[src/adcc_map.svh]
// register offsets, field positions, reset values and timing counts of the converter control
`ifndef ADCC_MAP_SVH
`define ADCC_MAP_SVH
`define ADCC_OFF_CTRL2 8'h9c
`define ADCC_OFF_CTRL1 8'h9d
`define ADCC_OFF_RESH 8'h9e
`define ADCC_OFF_RESL 8'h9f
// the register offsets above are word indices; the byte address is four times the index
`define ADCC_OFF_STAT 8'ha0
`define ADCC_OFF_ANALOG 8'ha1
`define ADCC_CTRL_RST 8'h00
`define ADCC_BIT_ON 0
`define ADCC_BIT_GO 1
`define ADCC_CH_LO 2
`define ADCC_CS_LO 6
`define ADCC_BIT_REFLVL 0
`define ADCC_BIT_REGON 2
`define ADCC_BIT_CHTOP 6
`define ADCC_BIT_JUST 7
`define ADCC_BIT_DONE 0
`define ADCC_BIT_IRQEN 1
`define ADCC_CONV_TAD 49
`define ADCC_ABORT_TAD 2
`define ADCC_CH_MAX 5'h12
`define ADCC_RESP_OKAY 2'h0
`define ADCC_RESP_SLVERR 2'h2
`endif

[src/adcc_pkg.sv]
// types shared by the converter control
package adcc_pkg;
	typedef enum logic [1:0] {
		ADCC_IDLE = 2'b00,
		ADCC_CONV = 2'b01,
		ADCC_HOLD = 2'b11
	} adcc_state_t;
endpackage

[src/adcc_tick_if.sv]
// conversion clock divider control and tick between control and divider
`timescale 1ns/100ps
interface adcc_tick_if;
	logic run;
	logic [1:0] sel;
	logic tick;
	modport ctrl (output run, output sel, input tick);
	modport div (input run, input sel, output tick);
endinterface

[src/adcc_top.sv]
// converter control: registers over axi4-lite, sequencing, result formatting
`timescale 1ns/100ps
`include "adcc_map.svh"
module adcc_top (
	input wire logic aclk,
	input wire logic aresetn,
	input wire logic [9:0] s_axi_awaddr,
	input wire logic [2:0] s_axi_awprot,
	input wire logic s_axi_awvalid,
	output logic s_axi_awready,
	input wire logic [31:0] s_axi_wdata,
	input wire logic [3:0] s_axi_wstrb,
	input wire logic s_axi_wvalid,
	output logic s_axi_wready,
	output logic [1:0] s_axi_bresp,
	output logic s_axi_bvalid,
	input wire logic s_axi_bready,
	input wire logic [9:0] s_axi_araddr,
	input wire logic [2:0] s_axi_arprot,
	input wire logic s_axi_arvalid,
	output logic s_axi_arready,
	output logic [31:0] s_axi_rdata,
	output logic [1:0] s_axi_rresp,
	output logic s_axi_rvalid,
	input wire logic s_axi_rready,
	input wire logic sleep_mode,
	input wire logic [11:0] sar_result,
	output logic sar_sample,
	output logic sar_convert,
	output logic [4:0] channel_select,
	output logic internal_ref_regulator_on,
	output logic internal_ref_level_select,
	output logic done_irq
);
	adcc_tick_if tk ();
	adcc_pkg::adcc_state_t state_reg;
	logic [7:0] ctrl1_reg;
	logic [7:0] ctrl2_reg;
	logic [7:0] res_hi_reg;
	logic [7:0] res_lo_reg;
	logic done_reg;
	logic irq_en_reg;
	logic [5:0] tad_reg;
	logic [9:0] aw_reg;
	logic aw_ok_reg;
	logic [31:0] wd_reg;
	logic [3:0] ws_reg;
	logic wd_ok_reg;
	logic wr_go;
	logic [7:0] wr_byte;
	logic conv_end;
	logic abort;

	// write address and data captured independently, either order
	// one write at a time: both channels stay closed until the response is taken
	// the read channel is independent and may overlap a write
	assign s_axi_awready = !aw_ok_reg && !s_axi_bvalid;
	assign s_axi_wready = !wd_ok_reg && !s_axi_bvalid;
	assign wr_go = aw_ok_reg && wd_ok_reg;
	assign wr_byte = wd_reg[7:0];
	assign s_axi_arready = !s_axi_rvalid;
	assign s_axi_bresp = `ADCC_RESP_OKAY;

	// word index of a byte address; every register owns one whole 32-bit word
	// and sits in byte lane 0 of it, so software never has to merge lanes
	function automatic logic [7:0] index_of(input logic [9:0] a);
		index_of = a[9:2];
	endfunction

	// the six indices are contiguous, so one range test covers the map
	// unmapped reads answer with a slave error, unmapped writes are dropped
	function automatic logic mapped(input logic [9:0] a);
		logic [7:0] i;
		i = index_of(a);
		mapped = (i >= `ADCC_OFF_CTRL2) && (i <= `ADCC_OFF_ANALOG);
	endfunction

	always_ff @(posedge aclk) begin
		if (!aresetn) begin
			aw_ok_reg <= 1'b0;
			aw_reg <= 10'h000;
		end else if (s_axi_awvalid && s_axi_awready) begin
			aw_ok_reg <= 1'b1;
			aw_reg <= s_axi_awaddr;
		end else if (wr_go) begin
			aw_ok_reg <= 1'b0;
		end
	end

	always_ff @(posedge aclk) begin
		if (!aresetn) begin
			wd_ok_reg <= 1'b0;
			wd_reg <= 32'h00000000;
			ws_reg <= 4'h0;
		end else if (s_axi_wvalid && s_axi_wready) begin
			wd_ok_reg <= 1'b1;
			wd_reg <= s_axi_wdata;
			ws_reg <= s_axi_wstrb;
		end else if (wr_go) begin
			wd_ok_reg <= 1'b0;
		end
	end

	// response one cycle after both halves are in
	always_ff @(posedge aclk) begin
		if (!aresetn) begin
			s_axi_bvalid <= 1'b0;
		end else if (wr_go) begin
			s_axi_bvalid <= 1'b1;
		end else if (s_axi_bready) begin
			s_axi_bvalid <= 1'b0;
		end
	end

	// write strobes per register, lane 0 only; result registers take no writes
	// a write without lane 0 enabled is answered but changes nothing
	logic wr_c2;
	logic wr_c1;
	logic wr_stat;
	assign wr_c2 = wr_go && ws_reg[0] && (index_of(aw_reg) == `ADCC_OFF_CTRL2);
	assign wr_c1 = wr_go && ws_reg[0] && (index_of(aw_reg) == `ADCC_OFF_CTRL1);
	assign wr_stat = wr_go && ws_reg[0] && (index_of(aw_reg) == `ADCC_OFF_STAT);

	// second control register, byte lane 0
	always_ff @(posedge aclk) begin
		if (!aresetn) begin
			ctrl2_reg <= `ADCC_CTRL_RST;
		end else if (wr_c2) begin
			ctrl2_reg <= wr_byte & 8'hc5;
		end
	end

	// first control register; go is also driven by the sequencer
	// completion in the same cycle as a write still clears go
	always_ff @(posedge aclk) begin
		if (!aresetn) begin
			ctrl1_reg <= `ADCC_CTRL_RST;
		end else if (wr_c1) begin
			ctrl1_reg <= wr_byte;
			// go only takes when converter already on, never in the enabling write
			ctrl1_reg[`ADCC_BIT_GO] <= wr_byte[`ADCC_BIT_GO] && ctrl1_reg[`ADCC_BIT_ON]
				&& wr_byte[`ADCC_BIT_ON] && !sleep_mode && !conv_end;
		end else if (conv_end) begin
			ctrl1_reg[`ADCC_BIT_GO] <= 1'b0;
		end
	end

	// sticky done flag: completion wins over a clearing write
	// losing a completion would hang software waiting for the flag
	always_ff @(posedge aclk) begin
		if (!aresetn) begin
			done_reg <= 1'b0;
			irq_en_reg <= 1'b0;
		end else begin
			if (wr_stat) begin
				irq_en_reg <= wr_byte[`ADCC_BIT_IRQEN];
			end
			if (conv_end) begin
				done_reg <= 1'b1;
			end else if (wr_stat && wr_byte[`ADCC_BIT_DONE]) begin
				done_reg <= 1'b0;
			end
		end
	end

	// sequencer: convert for 49 periods, hold 2 periods after an abort
	// go, on and sleep are watched every cycle; go or on dropping, or sleep rising, aborts
	// the hold-off cannot be skipped, a new go waits in the register until idle
	// the divider is stopped in the abort cycle so the hold-off counts whole periods;
	// a partial first period would make the pause shorter than two bit periods,
	// and a dead tick there also keeps a late completion from loading results
	assign tk.run = state_reg != adcc_pkg::ADCC_IDLE && !abort;
	assign tk.sel = ctrl1_reg[`ADCC_CS_LO +: 2];
	assign conv_end = state_reg == adcc_pkg::ADCC_CONV && tk.tick &&
		tad_reg == 6'(`ADCC_CONV_TAD - 1) && ctrl1_reg[`ADCC_BIT_GO];
	// abort on go cleared, converter off or sleep
	assign abort = state_reg == adcc_pkg::ADCC_CONV && (!ctrl1_reg[`ADCC_BIT_GO] ||
		!ctrl1_reg[`ADCC_BIT_ON] || sleep_mode);

	always_ff @(posedge aclk) begin
		if (!aresetn) begin
			state_reg <= adcc_pkg::ADCC_IDLE;
			tad_reg <= 6'h00;
		end else begin
			case (state_reg)
				adcc_pkg::ADCC_IDLE: begin
					tad_reg <= 6'h00;
					if (ctrl1_reg[`ADCC_BIT_GO] && ctrl1_reg[`ADCC_BIT_ON] && !sleep_mode) begin
						state_reg <= adcc_pkg::ADCC_CONV;
					end
				end
				adcc_pkg::ADCC_CONV: begin
					if (abort) begin
						state_reg <= adcc_pkg::ADCC_HOLD;
						tad_reg <= 6'h00;
					end else if (conv_end) begin
						state_reg <= adcc_pkg::ADCC_IDLE;
					end else if (tk.tick) begin
						tad_reg <= tad_reg + 6'h01;
					end
				end
				adcc_pkg::ADCC_HOLD: begin
					if (tk.tick) begin
						tad_reg <= tad_reg + 6'h01;
						if (tad_reg == 6'(`ADCC_ABORT_TAD - 1)) begin
							state_reg <= adcc_pkg::ADCC_IDLE;
						end
					end
				end
				default: state_reg <= adcc_pkg::ADCC_IDLE;
			endcase
		end
	end

	adcc_tad_div u_div (
		.aclk(aclk),
		.aresetn(aresetn),
		.t(tk)
	);

	// results change only on a finished conversion
	// an abort never reaches this branch, so old results survive it
	// the low two result bits are lost in right-aligned form
	always_ff @(posedge aclk) begin
		if (!aresetn) begin
			res_hi_reg <= 8'h00;
			res_lo_reg <= 8'h00;
		end else if (conv_end) begin
			if (ctrl2_reg[`ADCC_BIT_JUST]) begin
				res_hi_reg <= {6'h00, sar_result[11:10]};
				res_lo_reg <= sar_result[9:2];
			end else begin
				res_hi_reg <= sar_result[11:4];
				res_lo_reg <= {sar_result[3:0], 4'h0};
			end
		end
	end

	// acquisition runs whenever on, not asleep and not converting or holding off
	// after the hold-off it resumes by itself on the selected channel
	assign sar_sample = ctrl1_reg[`ADCC_BIT_ON] && !sleep_mode &&
		state_reg == adcc_pkg::ADCC_IDLE;
	assign sar_convert = state_reg == adcc_pkg::ADCC_CONV;
	// reserved codes above the reference code are passed through unchanged
	assign channel_select = {ctrl2_reg[`ADCC_BIT_CHTOP], ctrl1_reg[`ADCC_CH_LO +: 4]};
	assign internal_ref_regulator_on = ctrl2_reg[`ADCC_BIT_REGON];
	assign internal_ref_level_select = ctrl2_reg[`ADCC_BIT_REFLVL];
	assign done_irq = done_reg && irq_en_reg;

	// read path, registered data
	// each register reads back in bits 7:0 of its own word
	// reserved bits read as zero, so software may compare whole words
	always_ff @(posedge aclk) begin
		if (!aresetn) begin
			s_axi_rvalid <= 1'b0;
			s_axi_rdata <= 32'h00000000;
			s_axi_rresp <= `ADCC_RESP_OKAY;
		end else if (s_axi_arvalid && s_axi_arready) begin
			s_axi_rvalid <= 1'b1;
			s_axi_rresp <= mapped(s_axi_araddr) ? `ADCC_RESP_OKAY : `ADCC_RESP_SLVERR;
			case (index_of(s_axi_araddr))
				`ADCC_OFF_CTRL2: s_axi_rdata <= {24'h000000, ctrl2_reg};
				`ADCC_OFF_CTRL1: s_axi_rdata <= {24'h000000, ctrl1_reg};
				`ADCC_OFF_RESH: s_axi_rdata <= {24'h000000, res_hi_reg};
				`ADCC_OFF_RESL: s_axi_rdata <= {24'h000000, res_lo_reg};
				`ADCC_OFF_STAT: s_axi_rdata <= {30'h0, irq_en_reg, done_reg};
				`ADCC_OFF_ANALOG: s_axi_rdata <= {27'h0, channel_select};
				default: s_axi_rdata <= 32'h00000000;
			endcase
		end else if (s_axi_rready) begin
			s_axi_rvalid <= 1'b0;
		end
	end
endmodule

[src/adcc_tad_div.sv]
// conversion clock divider producing one tick per bit-conversion period
`timescale 1ns/100ps
module adcc_tad_div (
	input wire logic aclk,
	input wire logic aresetn,
	adcc_tick_if.div t
);
	logic [6:0] cnt_reg;
	logic [6:0] last;
	// divide by 8, 16, 32 or 128
	always_comb begin
		case (t.sel)
			2'h0: last = 7'h07;
			2'h1: last = 7'h0f;
			2'h2: last = 7'h1f;
			default: last = 7'h7f;
		endcase
	end
	// restarts on every run so each period is whole
	always_ff @(posedge aclk) begin
		if (!aresetn || !t.run || cnt_reg == last) begin
			cnt_reg <= 7'h00;
		end else begin
			cnt_reg <= cnt_reg + 7'h01;
		end
	end
	assign t.tick = t.run && (cnt_reg == last);
endmodule

[config.mk]
export PLATFORM = sky130hd
export DESIGN_NAME = adcc_top
export DESIGN_NICKNAME = d
export VERILOG_FILES = /design/src/adcc_pkg.sv /design/src/adcc_tick_if.sv /design/src/adcc_top.sv /design/src/adcc_tad_div.sv
export VERILOG_INCLUDE_DIRS = /design/src
export SDC_FILE = /design/constraint.sdc
export NUM_CORES = 1
export LEC_CHECK = 0
export BUFFER_PORTS_ARGS = -buffer_cell sky130_fd_sc_hd__buf_2
export CAP_MARGIN = 10
export CORE_MARGIN = 2
export CORE_UTILIZATION = 46
export CTS_BUF_LIST = sky130_fd_sc_hd__clkbuf_2
export DETAILED_ROUTE_END_ITERATION = 10
export PLACE_DENSITY = 0.75
export SLEW_MARGIN = 30
export SYNTH_ARGS = -nofsm -noshare
export SYNTH_HDL_FRONTEND = slang
export SYNTH_SLANG_ARGS = --single-unit
[constraint.sdc]
create_clock -name aclk -period 2.7 [get_ports aclk]
set_input_delay 0 -clock aclk [delete_from_list [all_inputs] [get_ports aclk]]
set_output_delay 0 -clock aclk [all_outputs]
set_load 0.05 [all_outputs]
* After elaboration in Yosys (flattened, before gate mapping)
Index checks and enable logic that the tools add are counted.
Word-level totals: bits in registers 102, latch bits 0, bits in writable memories 0, ROM bits 0, input port bits 82, output and inout bits 51, memories 0
Cells by class: $add $sub $neg 2, multiply operators 0, div/mod/pow operators 0, order comparisons 2, equality and inequality tests 21, shift operators 0, muxes and demuxes 26, bitwise gates (word level) 0, reduce and logical (&&, ||, !) cells 54
Operators with widths (number):
- == test 8 bit (second input constant) | 9
- case mux 8 bit (6 select lines) | 1
- logical AND 1 bit | 27
- case mux 7 bit (3 select lines) | 1
- two-way mux 6 bit | 3
- case mux 6 bit (3 select lines) | 1
- two-way mux 8 bit | 2
- nonzero test 2 bit | 7
- two-way mux 2 bit | 6
- logical NOT 1 bit | 11
- two-way mux 1 bit | 11
- >= comparator 8 bit (second input constant) | 1
- less-or-equal comparator 8 bit (second input constant) | 1
- adder 7 x 1 -> 7 bit (second input constant) | 1
- == test 7 bit | 1
- adder 6 x 1 -> 6 bit (second input constant) | 1
- == test 6 x 1 -> 1 bit (second input constant) | 1
- == test 6 bit (second input constant) | 1
- != test 2 bit (second input constant) | 3
- case mux 2 bit (3 select lines) | 1
- == test 2 x 1 -> 1 bit (second input constant) | 2
- == test 2 bit (second input constant) | 2
- logical NOT 2 bit | 2
- logical OR 1 bit | 4
- other kinds (5) | 5

* Logic depth before layout (Yosys ltp)
Gate-level depths: netlist (run 1).
word-level depth 13, depth in mapped cells 8

* Hierarchy
From an unflattened synthesis (run 1), not the netlist that was laid out.
Second synthesis, totals: cells, all modules 428, area total of the unflattened synthesis 3683.5 um^2
By module, submodules not included:
- adcc_top | times used 1, cells each 391, area each 3353.2 um^2, seq. area each 1361.3 um^2
- adcc_tad_div | times used 1, cells each 37, area each 330.3 um^2, seq. area each 140.1 um^2

* Worst setup path after synthesis (run 1)
No wires, ideal clock.
kind register to register, start point reg tad_reg[2], end point reg res_hi_reg[0], arrival time 1.952 ns, path slack 0.632 ns, stages on the path, launching flop included 8, path buffers 2, period minus slack after synthesis 2.068 ns, cells stage by stage dfxtp_1 buf_4 or4b_4 a211o_1 nor4_4 buf_6 nand2_1 o211a_1
On the way: word-level cells in the longest chain between the ends 3
Ends and longest elaborated chain:
- start, declared | RTL line adcc_top.sv:43 | logic [5:0] tad_reg;
- start signal, assigned | RTL line adcc_top.sv:199 | tad_reg <= tad_reg + 6'h01;
- start signal, assigned | RTL line adcc_top.sv:204 | tad_reg <= tad_reg + 6'h01;
- == test 6 bit | RTL line adcc_top.sv:175 | tad_reg == 6'(`ADCC_CONV_TAD - 1) && ctrl1_reg[`ADCC_BIT_GO];
- logical AND 1 bit (2 in a row) | RTL line adcc_top.sv:174 | assign conv_end = state_reg == adcc_pkg::ADCC_CONV && tk.tick &&
- end signal, assigned | RTL line adcc_top.sv:230 | res_hi_reg <= {6'h00, sar_result[11:10]};
- end signal, assigned | RTL line adcc_top.sv:233 | res_hi_reg <= sar_result[11:4];
- end, declared | RTL line adcc_top.sv:39 | logic [7:0] res_hi_reg;
No other way between the ends. A chain may end at the register's enable or synchronous reset.

* Worst setup path after layout (run 1)
start point reg s_axi_bvalid, end point reg aw_reg[3]
On the way: word-level cells in the longest chain between the ends 3
Ends and longest elaborated chain:
- start, declared | RTL line adcc_top.sv:16 | output logic s_axi_bvalid,
- start signal, assigned | RTL line adcc_top.sv:107 | s_axi_bvalid <= 1'b0;
- start signal, assigned | RTL line adcc_top.sv:109 | s_axi_bvalid <= 1'b1;
- start signal, assigned | RTL line adcc_top.sv:111 | s_axi_bvalid <= 1'b0;
- logical NOT 1 bit | RTL line adcc_top.sv:57 | assign s_axi_awready = !aw_ok_reg && !s_axi_bvalid;
- logical AND 1 bit | RTL line adcc_top.sv:57
- logical AND 1 bit | RTL line adcc_top.sv:82 | end else if (s_axi_awvalid && s_axi_awready) begin
- end signal, assigned | RTL line adcc_top.sv:84 | aw_reg <= s_axi_awaddr;
- end, declared | RTL line adcc_top.sv:44 | logic [9:0] aw_reg;
No other way between the ends.

==> results of run 1 <==
-- metal layers --
layer  vias to the layer above  GRT usage (%)  share of wire [%]
li1                       1640              -                  -
met1                      1568           23.7                 43
met2                        97           38.7                 51
met3                         8           6.10                5.3
met4                         0           5.68               0.69
met5                         -              0                  0
-- stage by stage --
| stage | std cells | instance area [um2] | total power [mW] | utilization [%] |
|---|---|---|---|---|
| floorplan | 450 | 3850 | 1.38 | - |
| global placement | 570 | 4000 | 1.41 | 51.3 |
| detailed placement | 570 | 4000 | 1.42 | 51.3 |
| CTS | 639 | 4640 | 2.07 | 59.5 |
| global route | 640 | 4650 | 2.16 | 59.6 |
| finish | 640 | 4650 | 2.06 | 59.6 |
-- how the worst max path moves through the flow --
stage	slack (ps)	startpoint	endpoint
after floorplan	630	tad_reg[2]	res_hi_reg[0]
after global placement	560	tad_reg[2]	res_lo_reg[7]
after detailed placement	510	tad_reg[2]	res_lo_reg[4]
after CTS	490	tad_reg[2]	res_lo_reg[4]
after global routing	200	s_axi_bvalid	aw_reg[6]
final	330	s_axi_bvalid	aw_reg[3]
-- layout by cell type (no fill, tap or decap), drive strengths merged, types with 4 or more instances in the layout --
master       synthesis  layout
a21boi              22      22
a21oi                6       6
and2                 7       7
buf                 41      73
clkbuf              14      11
conb                 1      27
dfxtp               75      75
dlygate4sd3          0      54
ha                   4       4
inv                  9       9
mux2                 5       5
mux2i               19      19
nand2               66      66
nand2b               4       4
nand3               11      11
nand4               10      10
nand4b               8       8
nor2                18      18
nor2b               20      20
nor3                 5       5
nor4                 5       5
o211a                7       7
o21ai               21      21
-- kinds of logic after synthesis --
| kind of cell | after synthesis | share of synthesized area (%) |
|---|---|---|
| flip-flops | 75 | 40.0 |
| multiplexers | 27 | 8.37 |
| AO/OA/AOI/OAI | 78 | 14.8 |
| XOR/XNOR | 6 | 1.40 |
| AND/OR/NAND/NOR | 169 | 23.7 |
| other | 1 | 0.0999 |
| buffers and inverters | 64 | 10.3 |
| adder cells (fa/ha/maj) | 4 | 1.33 |
-- power groups by stage --
stage	sequential, mW	clock [mW]	combinational, mW
2_1_floorplan	1.18	0	0.208
3_3_place_gp	1.17	0	0.245
3_5_place_dp	1.17	0	0.248
4_1_cts	1.15	0.612	0.310
5_1_grt	1.15	0.664	0.340
6_report	1.15	0.596	0.318
-- layout make-up --
cell class	instances	area share, %
clock buffer	11	1.18
sequential	75	32.3
tap	102	2.74
timing repair buffer	127	19.7
multi-input combinational	311	42.2
clock inverter	5	1.16
inverter	9	0.726
-- worst register-to-register path, delay by kind of cell (launching register included) --
| family | cells | cell delay (ps) |
|---|---|---|
| buffers and inverters | 2 | 1160 |
| AOI/OAI and AO/OA | 1 | 190 |
| DFF | 1 | 380 |
| and+or+nand+nor | 3 | 610 |
==> summary by stage, run 1 <==
Status
The flow ran to the end, and the final reports show no timing, DRC or antenna violations.

Power and ir drop
The leakage dissipation is around 1.9 nW. For this design the total switching power over the nets is between 0.5 and 0.6 mW. The share of total power dissipated in sequential elements is about 56%. The cell-internal power is 1.46 mW.

The combinational share of power is 15.4%. The part of the power in the clock network is between 20 and 30%. The power density over cell area is 443 nW/um2. The worst supply voltage drop on vdd is roughly 300 uV. Of the total power, the share spent switching nets is roughly 29%.

Synth
Sorting the synthesized cells by how often they occur yields sky130_fd_sc_hd__dfxtp_1, sky130_fd_sc_hd__nand2_1, sky130_fd_sc_hd__buf_4. The top cell type's share of synthesized area is approximately two fifths. sky130_fd_sc_hd__dfxtp_1 takes more of the synthesized area than any other cell. The cell area that synthesis handed to floorplanning was between 3000 and 4000 um2. Sorting the synthesized cells by area gives the leading types as sky130_fd_sc_hd__dfxtp_1, sky130_fd_sc_hd__buf_4, sky130_fd_sc_hd__nand2_1. The count of warnings emitted by yosys is 0.

The synthesized netlist cell count is 424. The number of enable-type register cells in the synthesized netlist is 0. Averaged over all synthesized cells, the footprint is just under 9 um2. The number of synthesized register bits is between 70 and 80. The prevailing post-synth register cell is sky130_fd_sc_hd__dfxtp_1. The async set-reset flop share out of synthesis is 0%. The netlist uses 54 different library cells.

The most common cell in the synthesized netlist is sky130_fd_sc_hd__dfxtp_1. The portion of the post-synthesis area used by sequential elements is 40.0%.

Detailed routing
The number of DRC markers in iteration 0 is roughly 120. The routed via count is 3,313. Once detail routing completed, the nets flagged for antenna violations numbered 0. For this block, the routed nets add up to 9000 um of wire. Before antenna repair, the detailed router went through 4 iterations.

Dividing the detail-routed wire length by the instance count gives 14.1 um. The via density per instance is 5.18. The number of remaining DRC errors is 0.

Timing
The post-route worst setup slack is between 300 and 400 ps. The share of the clock period used by the worst path is 87.9%. Setup total negative slack on the finished layout was measured at 0 ps. The clock skew is ~33 ps. At the pin with the least slew margin, the transition time is between 700 and 800 ps. The final count of pins violating max slew came to 0. The minimum clock period is around 2400 ps.

Hold timing on the final database bottoms out at a slack of a little over 70 ps. The final-report hold violation count is 0. The worst pin sits at a relative slew slack of 48.0%.

Setup repair after global routing left no endpoint under its margin. The highest clock frequency the design can meet is around 420 MHz. The number of failing setup endpoints in the final timing report is 0.

Worst setup path
Traced cell by cell, the critical path runs through nor2_1 > and2_1 > nand2_1 > dlygate4sd3_1 > a21boi_0 > dlygate4sd3_1. Among cell families on the critical path, the largest total delay comes from buffers and inverters. The cell occurring most often along the worst timing path is sky130_fd_sc_hd__dlygate4sd3_1. The cell at the slowest stage of the critical path is sky130_fd_sc_hd__dlygate4sd3_1. The largest fanout of any net on the critical path is 8. The worst reg-to-reg setup slack is roughly 330 ps. Counting cells, the worst reg-to-reg path comes to 6. The largest single stage delay on the critical path is just under 600 ps. STA classifies the critical path startpoint as a flip-flop. The depth of the critical timing path with buffers and inverters included is 6.

The startpoint-to-endpoint class of the critical path is reg -> reg. The endpoint identified for the worst register-to-register timing path is aw_reg[3]. The data required time at the worst endpoint is 3140 ps.

The sum of buffers and inverters on the critical path is 2. STA classifies the critical path endpoint as a flip-flop. The arrival time of data at the critical path endpoint is 2810 ps. The startpoint identified for the worst register-to-register timing path is s_axi_bvalid.

Layout
Compared with the post-synthesis result, the final layout area differs by 24.0%. The number of nets in the layout is between 600 and 700. The antenna diode count is 0. The filler cells instantiated in the layout total ~690. The sequential cell area in the final layout is 1500 um2. The fraction of final layout cells with drive strength greater than 1 is between 10% and 20%. In the final layout, the multi-input gates occupy between 1500 and 2000 um2.

Hold path
The beginning of the worst hold path is s_axi_araddr[7]. The hold-critical path endpoint is s_axi_rdata[1]. The classification of the worst-slack hold path is in -> reg. The number of cells on the worst hold path is 5.

Clock tree
The total of hold buffers inserted after clock tree synthesis is 53. The number of setup buffers added after CTS is 0. The maximum root-to-sink buffer count is 2.

The clock sink count is 75. The clock tree from TritonCTS is done. The clock tree root driver cell is sky130_fd_sc_hd__clkbuf_2. Clock-pin slew was measured on the worst setup and hold paths at 210 ps. The number of cells upsized or downsized after cts is 0. The H-tree was split into 3 levels. Clock latency on the worst-skew pair, taken at its later pin, is 510 ps. The number of CTS-inserted buffers is 9.

Placement
At the placement stage, the worst setup path has a slack of a little over 500 ps. In this run the tool buffered the top-level ports with slightly below 70 buffer cells. The half-perimeter wire length after placement is a little under 6000 um. At the end of routability-driven placement, the weighted congestion stood at approximately 0.79.

Floorplanning
The initialized floorplan defines 32 standard-cell rows. The die width is ~94 um. The floorplan step set the die height to about 94 um.

The floorplan step defined a core boundary enclosing approximately 7800 um2. The area of the die is 8900 um2. Once the floorplan was initialized, standard cells occupied approximately 48% of the core. In this run the count of I/O pins placed on the die edge is between 100 and 150.

Global route
The initial antenna violation count came to 0. The total overflow left after global routing is 0. The number of global-route vias before repair was ~3,300. The first global-routing pass estimated between 10,000 and 15,000 um of wire. Entering global routing, the biggest net connects 34 pins. The total track usage is between 20% and 30%.

Job
The tool flagged a number of max-cap violations equal to 0.
Note: power is estimated with default switching activity, not from simulation.
==> run 2, diff against run 1 <==
--- a/config.mk
+++ b/config.mk
@@ -8,2 +8,3 @@
 export LEC_CHECK = 0
+export ABC_AREA = 1
 export BUFFER_PORTS_ARGS = -buffer_cell sky130_fd_sc_hd__buf_2
@@ -14,3 +15,3 @@
 export DETAILED_ROUTE_END_ITERATION = 10
-export PLACE_DENSITY = 0.75
+export PLACE_DENSITY = 0.74
 export SLEW_MARGIN = 30
==> constraint.sdc (replaced) <==
create_clock -name aclk -period 2.7 [get_ports aclk]
set_input_delay 0.405 -clock aclk [delete_from_list [all_inputs] [get_ports aclk]]
set_output_delay 0.405 -clock aclk [all_outputs]
set_load 0.05 [all_outputs]
==> run 2 against run 1 <==
  * First-iteration DRC count grew 120%
  * Via count grew 13%
  * Register-to-register slack gained 440 ps
  * Maximum frequency grew 19%
  * Global-route usage shrank 0.48 points
  * Combinational power shrank 14%
  * Clock power grew 3%
  * Flip-flop and latch count is the same
  * Worst hold slack gained 21 ps
  * Count of clock-buffer cells in the layout shrank 2
==> summary by stage, run 2 <==
Status
Status: finished clean (unchanged).

Detailed routing
The via density per instance is 5.07 (was 5.18). The final wirelength was 9010 um (was 9000 um). The number of remaining DRC errors is 0 (unchanged). The detailed-routing iteration count for the pre-antenna-repair pass is 5 (was 4). The number of DRC markers in iteration 0 is 263 (was 122). The routed via count came to 3,745 (was 3,313).

The remaining antenna violation count after routing is 0 (unchanged). The mean routed wirelength per cell was 12.2 um (was 14.1 um).

Global route
The wire length of the first global-routing pass is 14,900 um (was 14,700 um). The met3 usage is 3.26% (was 6.10%). The total track usage is 20.6% (was 21.0%). The routing usage on met1 is 27.1% (was 23.7%). The initial antenna violation count was 0 (unchanged). The total grt overflow is 0 (unchanged).

The pin count of the biggest net entering global routing is 42 (was 34). The fraction of met2 tracks used by global routing is 32.9% (was 38.7%). The routing layer with the top usage in global route is met2 (unchanged).

The number of global-route vias before repair is 3,366 (was 3,262).

Clock tree
The number of cells upsized or downsized after cts is 0 (unchanged). The maximum root-to-sink buffer count is 2 (unchanged). The number of setup buffers added after CTS is 0 (unchanged). The clock transition at the registers of the reported paths is 210 ps (about the same).

The clock tree root driver cell was sky130_fd_sc_hd__clkbuf_2 (unchanged). The H-tree depth reported by CTS is 3 (unchanged). The clock latency of the later-clocked register in the worst-skew pair was 530 ps (was 510 ps). The total of hold buffers inserted after clock tree synthesis is 0 (was 53). The clock tree from TritonCTS is done (unchanged). The number of CTS-inserted buffers came to 9 (unchanged). The clock sink count was 75 (unchanged).

Hold path
The number of cells on the worst hold path is 4 (was 5). The beginning of the worst hold path is s_axi_bready (was s_axi_araddr[7]). The classification of the worst-slack hold path is in -> reg (unchanged).

Synth
Commonest cells post-synth: sky130_fd_sc_hd__nand2_1, sky130_fd_sc_hd__nor2_1, sky130_fd_sc_hd__dfxtp_1 (was sky130_fd_sc_hd__dfxtp_1, sky130_fd_sc_hd__nand2_1, sky130_fd_sc_hd__buf_4). Area contributors post-synth: sky130_fd_sc_hd__dfxtp_1, sky130_fd_sc_hd__nand2_1, sky130_fd_sc_hd__nand3_1 (was sky130_fd_sc_hd__dfxtp_1, sky130_fd_sc_hd__buf_4, sky130_fd_sc_hd__nand2_1). The prevailing post-synth register cell is sky130_fd_sc_hd__dfxtp_1 (unchanged). The count of unique library cells instantiated by Yosys was 35 (was 54). The synthesized netlist cell count is 569 (was 424). The async set-reset flop share out of synthesis is 0% (unchanged). The portion of the post-synthesis area used by sequential elements was 38.2% (was 40.0%). The post-synthesis instance area is 3930 um2 (was 3750 um2). The average footprint of a synthesized cell was 6.91 um2 (was 8.85 um2). The most repeated cell in the gate-level netlist after synthesis is sky130_fd_sc_hd__nand2_1 (was sky130_fd_sc_hd__dfxtp_1).

The number of enable-type register cells in the synthesized netlist came to 0 (unchanged). The biggest area consumer among synthesized cells is sky130_fd_sc_hd__dfxtp_1 (unchanged). The count of warnings emitted by yosys came to 0 (unchanged). The number of synthesized register bits came to 75 (unchanged). The top cell type's share of synthesized area is 38.2% (was 40.0%).

Worst setup path
The start point of the critical path is state_reg[0] (was s_axi_bvalid). The category of the worst setup path capture point is an output pin (was flip-flop). The data required time at the worst endpoint is 2300 ps (was 3140 ps). The count of cells along the worst register-to-register path was 4 (was 6).

The startpoint-to-endpoint class of the critical path is reg -> out (was reg -> reg). The arrival time of data at the critical path endpoint is 1590 ps (was 2810 ps). The largest fanout of any net on the critical path came to 4 (was 8). The startpoint type of the worst setup path is a flip-flop (unchanged). The launch instance of the worst register-to-register path is aw_reg[7] (was s_axi_bvalid).

Power and ir drop
The part of the power in the clock network came to 30.0% (was 28.9%). The total net switching power is 0.635 mW (was 0.599 mW). The combinational share of power is 13.3% (was 15.4%). The worst supply voltage drop on vdd is 201 uV (was 304 uV). The fraction of power spent switching nets came to 31.0% (was 29.0%). The power density over cell area came to 475 nW/um2 (was 443 nW/um2). The cell-internal power is 1.41 mW (was 1.46 mW). The leakage dissipation is 1.95 nW (was 1.93 nW). The sequential cell fraction of total power is 56.7% (was 55.7%).

Layout
The final cell area excluding filler cells is 4310 um2 (was 4650 um2). The leading cell type in the layout, fill and taps excluded was sky130_fd_sc_hd__nand2_1 (was sky130_fd_sc_hd__dfxtp_1). The fraction of final layout cells with drive strength greater than 1 is 17.1% (was 19.3%).

Most frequent cells in the layout: sky130_fd_sc_hd__nand2_1, sky130_fd_sc_hd__nor2_1, sky130_fd_sc_hd__dfxtp_1 (was sky130_fd_sc_hd__dfxtp_1, sky130_fd_sc_hd__buf_2, sky130_fd_sc_hd__nand2_1). The filler cell count in the final layout is 860 (was 693). The area added between synthesis and finish was 9.54% (was 24.0%). The area occupied by multi-input gates is 1960 um2 (about the same).

The antenna diode count came to 0 (unchanged). The number of nets in the layout was 715 (was 619). The sequential cell area in the final layout is 1500 um2 (unchanged).

Timing
The final-report hold violation count is 0 (unchanged). The clock skew is 29.0 ps (was 33.4 ps). The worst-margin pin slew was 572 ps (was 775 ps). The accumulated negative setup slack is 0 ps (unchanged).

The share of the clock period used by the worst path is 73.9% (was 87.9%). The number of failing setup endpoints in the final timing report is 0 (unchanged). The minimum clock period was 2000 ps (was 2370 ps). The highest clock frequency the design can meet is 501 MHz (was 421 MHz). The final count of pins violating max slew was 0 (unchanged). Unrepaired setup endpoints after global routing: false (unchanged).

The worst max-slew margin expressed relative to the limit came to 61.7% (was 48.0%).

Floorplanning
The number of top-level design ports was 133 (unchanged). The initial core utilization is 47.6% (was 48.1%). The area of the die was 9300 um2 (was 8900 um2). The vertical die dimension is 96.5 um (was 94.3 um). The core footprint is 8260 um2 (was 7810 um2). The number of cell rows is 33 (was 32). The die width came to 96.5 um (was 94.3 um).

Placement
The instance area after placement is 4200 um2 (was 4000 um2). The half-perimeter wire length after placement is 6900 um (was 5770 um). The global placer's final weighted congestion came to 0.861 (was 0.790).

The count of input and output buffers came to 68 (unchanged).

Job
The number of max-cap violations came to 0 (unchanged).
-- run 2: cell types whose count changed after synthesis, sizes merged, moves of 6 or more --
| cell | previous run | this run |
|---|---|---|
| clkbuf | 14 | 8 |
| and2 | 7 | 0 |
| nor2b | 20 | 0 |
| inv | 9 | 67 |
| nor2 | 18 | 80 |
| o21ai | 21 | 64 |
| a21boi | 22 | 0 |
| nand4b | 8 | 0 |
| a21oi | 6 | 37 |
| o211a | 7 | 0 |
| mux2i | 19 | 0 |
| nand2 | 66 | 103 |
| nand3 | 11 | 65 |
-- run 2: path summary, 6_finish.rpt --
kind / slack, ps / endpoint
max: 700 / sar_sample
min: 90 / s_axi_bvalid
max reg2reg: 770 / ctrl1_reg[6]
min reg2reg: 460 / res_lo_reg[5]
-- run 2: area by class of cell --
| class | count | area share (%) |
|---|---|---|
| timing repair buffer | 69 | 8.07 |
| clock buffer | 9 | 1.05 |
| inverter | 69 | 6.01 |
| sequential | 75 | 34.9 |
| tap | 105 | 3.05 |
| multi-input combinational | 405 | 45.4 |
| clock inverter | 6 | 1.57 |
-- run 2: kinds of logic (layout without fill, tap and decap cells) --
group / Yosys count / after routing / synth area share (%)
adders and majority gates: 4 / 4 / 1.27
AOI/OAI and AO/OA: 105 / 105 / 14.8
and+or+nand+nor: 267 / 267 / 30.6
xor gates and xnor gates: 2 / 2 / 0.446
other: 1 / 27 / 0.0954
buffers and inverters: 115 / 153 / 14.6
DFF: 75 / 75 / 38.2
-- run 2: power by group through the flow --
stage | sequential, mW | clock (mW) | combinational (mW)
floorplan | 1.19 | 0 | 0.228
global placement | 1.18 | 0 | 0.268
detailed placement | 1.18 | 0 | 0.272
CTS | 1.16 | 0.623 | 0.272
global route | 1.16 | 0.663 | 0.302
finish | 1.16 | 0.612 | 0.272
-- run 2: per-stage QoR --
stage                     setup slack, ps  power (mW)  cells  hold slack, ps  util, %
after floorplan                       690        1.41    595             418        -
after global placement                816        1.45    723             430     50.8
after detailed placement              827        1.45    723             442     50.8
after CTS                             679        2.05    738            69.5     52.2
after global routing                  551        2.13    738            84.6     52.2
final                                 704        2.04    738            93.9     52.2
-- run 2: per-layer routing --
| layer | up-vias | share of wire [%] | wire length, um |
|---|---|---|---|
| met5 | - | 0 | 0 |
| met1 | 1675 | 48 | 4290 |
| met2 | 126 | 44 | 3950 |
| li1 | 1915 | - | - |
| met4 | 0 | 3.0 | 269 |
| met3 | 29 | 5.7 | 512 |
-- run 2: worst max-delay path, cell delays in order (launching register included) --
cell and delay, ps:
sky130_fd_sc_hd__dfxtp_1 360, sky130_fd_sc_hd__inv_1 170, sky130_fd_sc_hd__nand2_1 120, sky130_fd_sc_hd__nor3_1 140, sky130_fd_sc_hd__buf_2 290
==> run 3, diff against run 2 <==
Clock period 2.7 ns to 2 ns, I/O delays scaled along.
==> run 3 against run 2 <==
  * Global-route usage down 0.69 points
  * Sequential share of layout area down 0.41 points
  * Clock skew down 2.0 ps
==> summary by stage, run 3 (synthesized netlist as in run 2, its figures left out) <==
Status
Status: finished clean (unchanged).

Global route
The pin count of the biggest net entering global routing came to 36 (was 42). The total grt overflow is 0 (unchanged). The number of global-route vias before repair is 3,333 (was 3,366). The initial antenna violation count is 0 (unchanged). The wire length of the first global-routing pass is 14,600 um (was 14,900 um).

The total track usage is 19.9% (was 20.6%).

Power and ir drop
The power density over cell area is 605 nW/um2 (was 475 nW/um2). The leakage dissipation was 2.00 nW (was 1.95 nW). The worst supply voltage drop on vdd was 301 uV (was 201 uV).

Floorplanning
The die width is 96.5 um (unchanged). The number of top-level design ports came to 133 (unchanged). The core footprint is 8260 um2 (unchanged). The initial core utilization came to 47.6% (unchanged). The number of cell rows is 33 (unchanged). The vertical die dimension is 96.5 um (unchanged). The area of the die came to 9300 um2 (unchanged).

Timing
The minimum clock period is about 1800 ps. The worst max-slew margin expressed relative to the limit is 64.0% (was 61.7%). Unrepaired setup endpoints after global routing: false (unchanged). The post-route worst setup slack was 164 ps (was 704 ps). The final-report hold violation count is 0 (unchanged).

The accumulated negative setup slack is 0 ps (unchanged). The highest clock frequency the design can meet is ~540 MHz. The final count of pins violating max slew was 0 (unchanged). Dividing the final minimum period by the clock period gives 91.8%. The clock skew is 27.0 ps (was 29.0 ps). The worst-margin pin slew is 537 ps (was 572 ps). The number of failing setup endpoints in the final timing report is 0 (unchanged).

Detailed routing
The remaining antenna violation count after routing is 0 (unchanged). The number of remaining DRC errors came to 0 (unchanged). The mean routed wirelength per cell came to 11.9 um (was 12.2 um). The detailed-routing iteration count for the pre-antenna-repair pass is 5 (unchanged). The via density per instance was 5.03 (was 5.07). The final wirelength is 8830 um (was 9010 um). The routed via count is 3,747 (was 3,745). The number of DRC markers in iteration 0 is 210 (was 263).

Worst setup path
The arrival time of data at the critical path endpoint was 1540 ps (was 1590 ps). The destination of the critical timing path is sar_sample (unchanged). Critical path cell sequence: inv_1 > nand2_1 > nor3_2 > buf_4 (was inv_1 > nand2_1 > nor3_1 > buf_2). The startpoint-to-endpoint class of the critical path was reg -> out (unchanged). The sum of buffers and inverters on the critical path is 2 (unchanged). The depth of the critical timing path with buffers and inverters included is 4 (unchanged). The cell at the slowest stage of the critical path is sky130_fd_sc_hd__dfxtp_1 (unchanged).

The worst reg-to-reg setup slack is 220 ps (was 770 ps). The category of the worst setup path capture point is an output pin (unchanged). The reg-to-reg critical path endpoint is res_lo_reg[6] (was ctrl1_reg[6]).

The critical path's top delay family was buffers and inverters (unchanged). The data required time at the worst endpoint came to 1700 ps (was 2300 ps). The startpoint type of the worst setup path was a flip-flop (unchanged).

The biggest cell delay along the critical path came to 360 ps (about the same). The count of cells along the worst register-to-register path came to 10 (was 4). The largest fanout of any net on the critical path was 4 (unchanged).

The launch instance of the worst register-to-register path is u_div.cnt_reg[0] (was aw_reg[7]). The start point of the critical path is state_reg[0] (unchanged).

Clock tree
The maximum root-to-sink buffer count was 2 (unchanged). The number of setup buffers added after CTS is 0 (unchanged). The number of CTS-inserted buffers is 9 (unchanged). The clock sink count is 75 (unchanged).

The H-tree depth reported by CTS is 3 (unchanged). The clock tree root driver cell is sky130_fd_sc_hd__clkbuf_2 (unchanged). The clock latency of the later-clocked register in the worst-skew pair is 510 ps (was 530 ps).

The clock transition at the registers of the reported paths is 200 ps (was 210 ps). The clock tree from TritonCTS is done (unchanged).

Hold path
The classification of the worst-slack hold path is in -> reg (unchanged).

Placement
The count of input and output buffers is 68 (unchanged). The worst slack at placement was 101 ps (was 827 ps). The global placer's final weighted congestion is 0.874 (was 0.861). The half-perimeter wire length after placement is 6760 um (was 6900 um).

Layout
The number of nets in the layout is 721 (was 715). The leading cell type in the layout, fill and taps excluded was sky130_fd_sc_hd__nand2_1 (unchanged). The fraction of final layout cells with drive strength greater than 1 came to 17.8% (was 17.1%). The area added between synthesis and finish was 10.8% (was 9.54%). Most frequent cells in the layout: sky130_fd_sc_hd__nand2_1, sky130_fd_sc_hd__nor2_1, sky130_fd_sc_hd__dfxtp_1 (unchanged). The antenna diode count is 0 (unchanged).

Job
The number of max-cap violations is 0 (unchanged).
run 3: worst min-delay path: stages:
cell	delay, ps
sky130_fd_sc_hd__buf_2	70
sky130_fd_sc_hd__o21ai_0	70
sky130_fd_sc_hd__nor2_1	80
run 3: stage by stage:
step	instances	hold slack, ps	util (%)	total power [mW]	instance area (um2)
floorplan	595	418	-	1.91	4030
global placement	726	432	51.1	1.96	4220
detailed placement	726	436	51.1	1.96	4220
CTS	744	0.612	52.5	2.66	4330
global route	745	4.07	52.8	2.78	4360
finish	745	34.0	52.8	2.64	4360
run 3: what timing repair did:
action	4_1_cts	5_1_grt
gates resized for setup	1	2
gates cloned	0	1
hold buffers	2	0
hold endpoints to repair	2	0
setup endpoints to repair	1	9
run 3: where the power goes:
| group | switching, mW | internal (mW) |
|---|---|---|
| logic | 0.282 | 0.0867 |
| registers | 0.0280 | 1.54 |
| clock network | 0.534 | 0.168 |
run 3: routing by layer:
layer	part of all wire, %	GRT usage (%)	vias up
li1	-	-	1921
met1	48	27.5	1683
met5	0	0	-
met3	6.1	2.33	14
met2	44	31.9	129
met4	1.4	7.28	0
run 3: worst min-delay path by stage:
stage | startpoint | to | slack, ps | cells past startpoint
5_1_grt | s_axi_wdata[7] | wd_reg[7] | 4 | 3
4_1_cts | s_axi_awaddr[3] | aw_reg[3] | 0.6 | 3
3_5_place_dp | u_div.cnt_reg[0] | u_div.cnt_reg[0] | 440 | 1
2_1_floorplan | u_div.cnt_reg[0] | u_div.cnt_reg[0] | 420 | 1
6_report | s_axi_wdata[4] | wd_reg[4] | 30 | 3
3_3_place_gp | u_div.cnt_reg[0] | u_div.cnt_reg[0] | 430 | 1
run 3: cell type report:
type / instances / area (um2)
clock buffers: 10 / 50.0
multi-input cells: 406 / 1980
well taps: 105 / 131
inverters: 69 / 259
fillers: 828 / 3900
repair buffers: 74 / 393
clock inverters: 6 / 41.3
flip-flops and latches: 75 / 1500
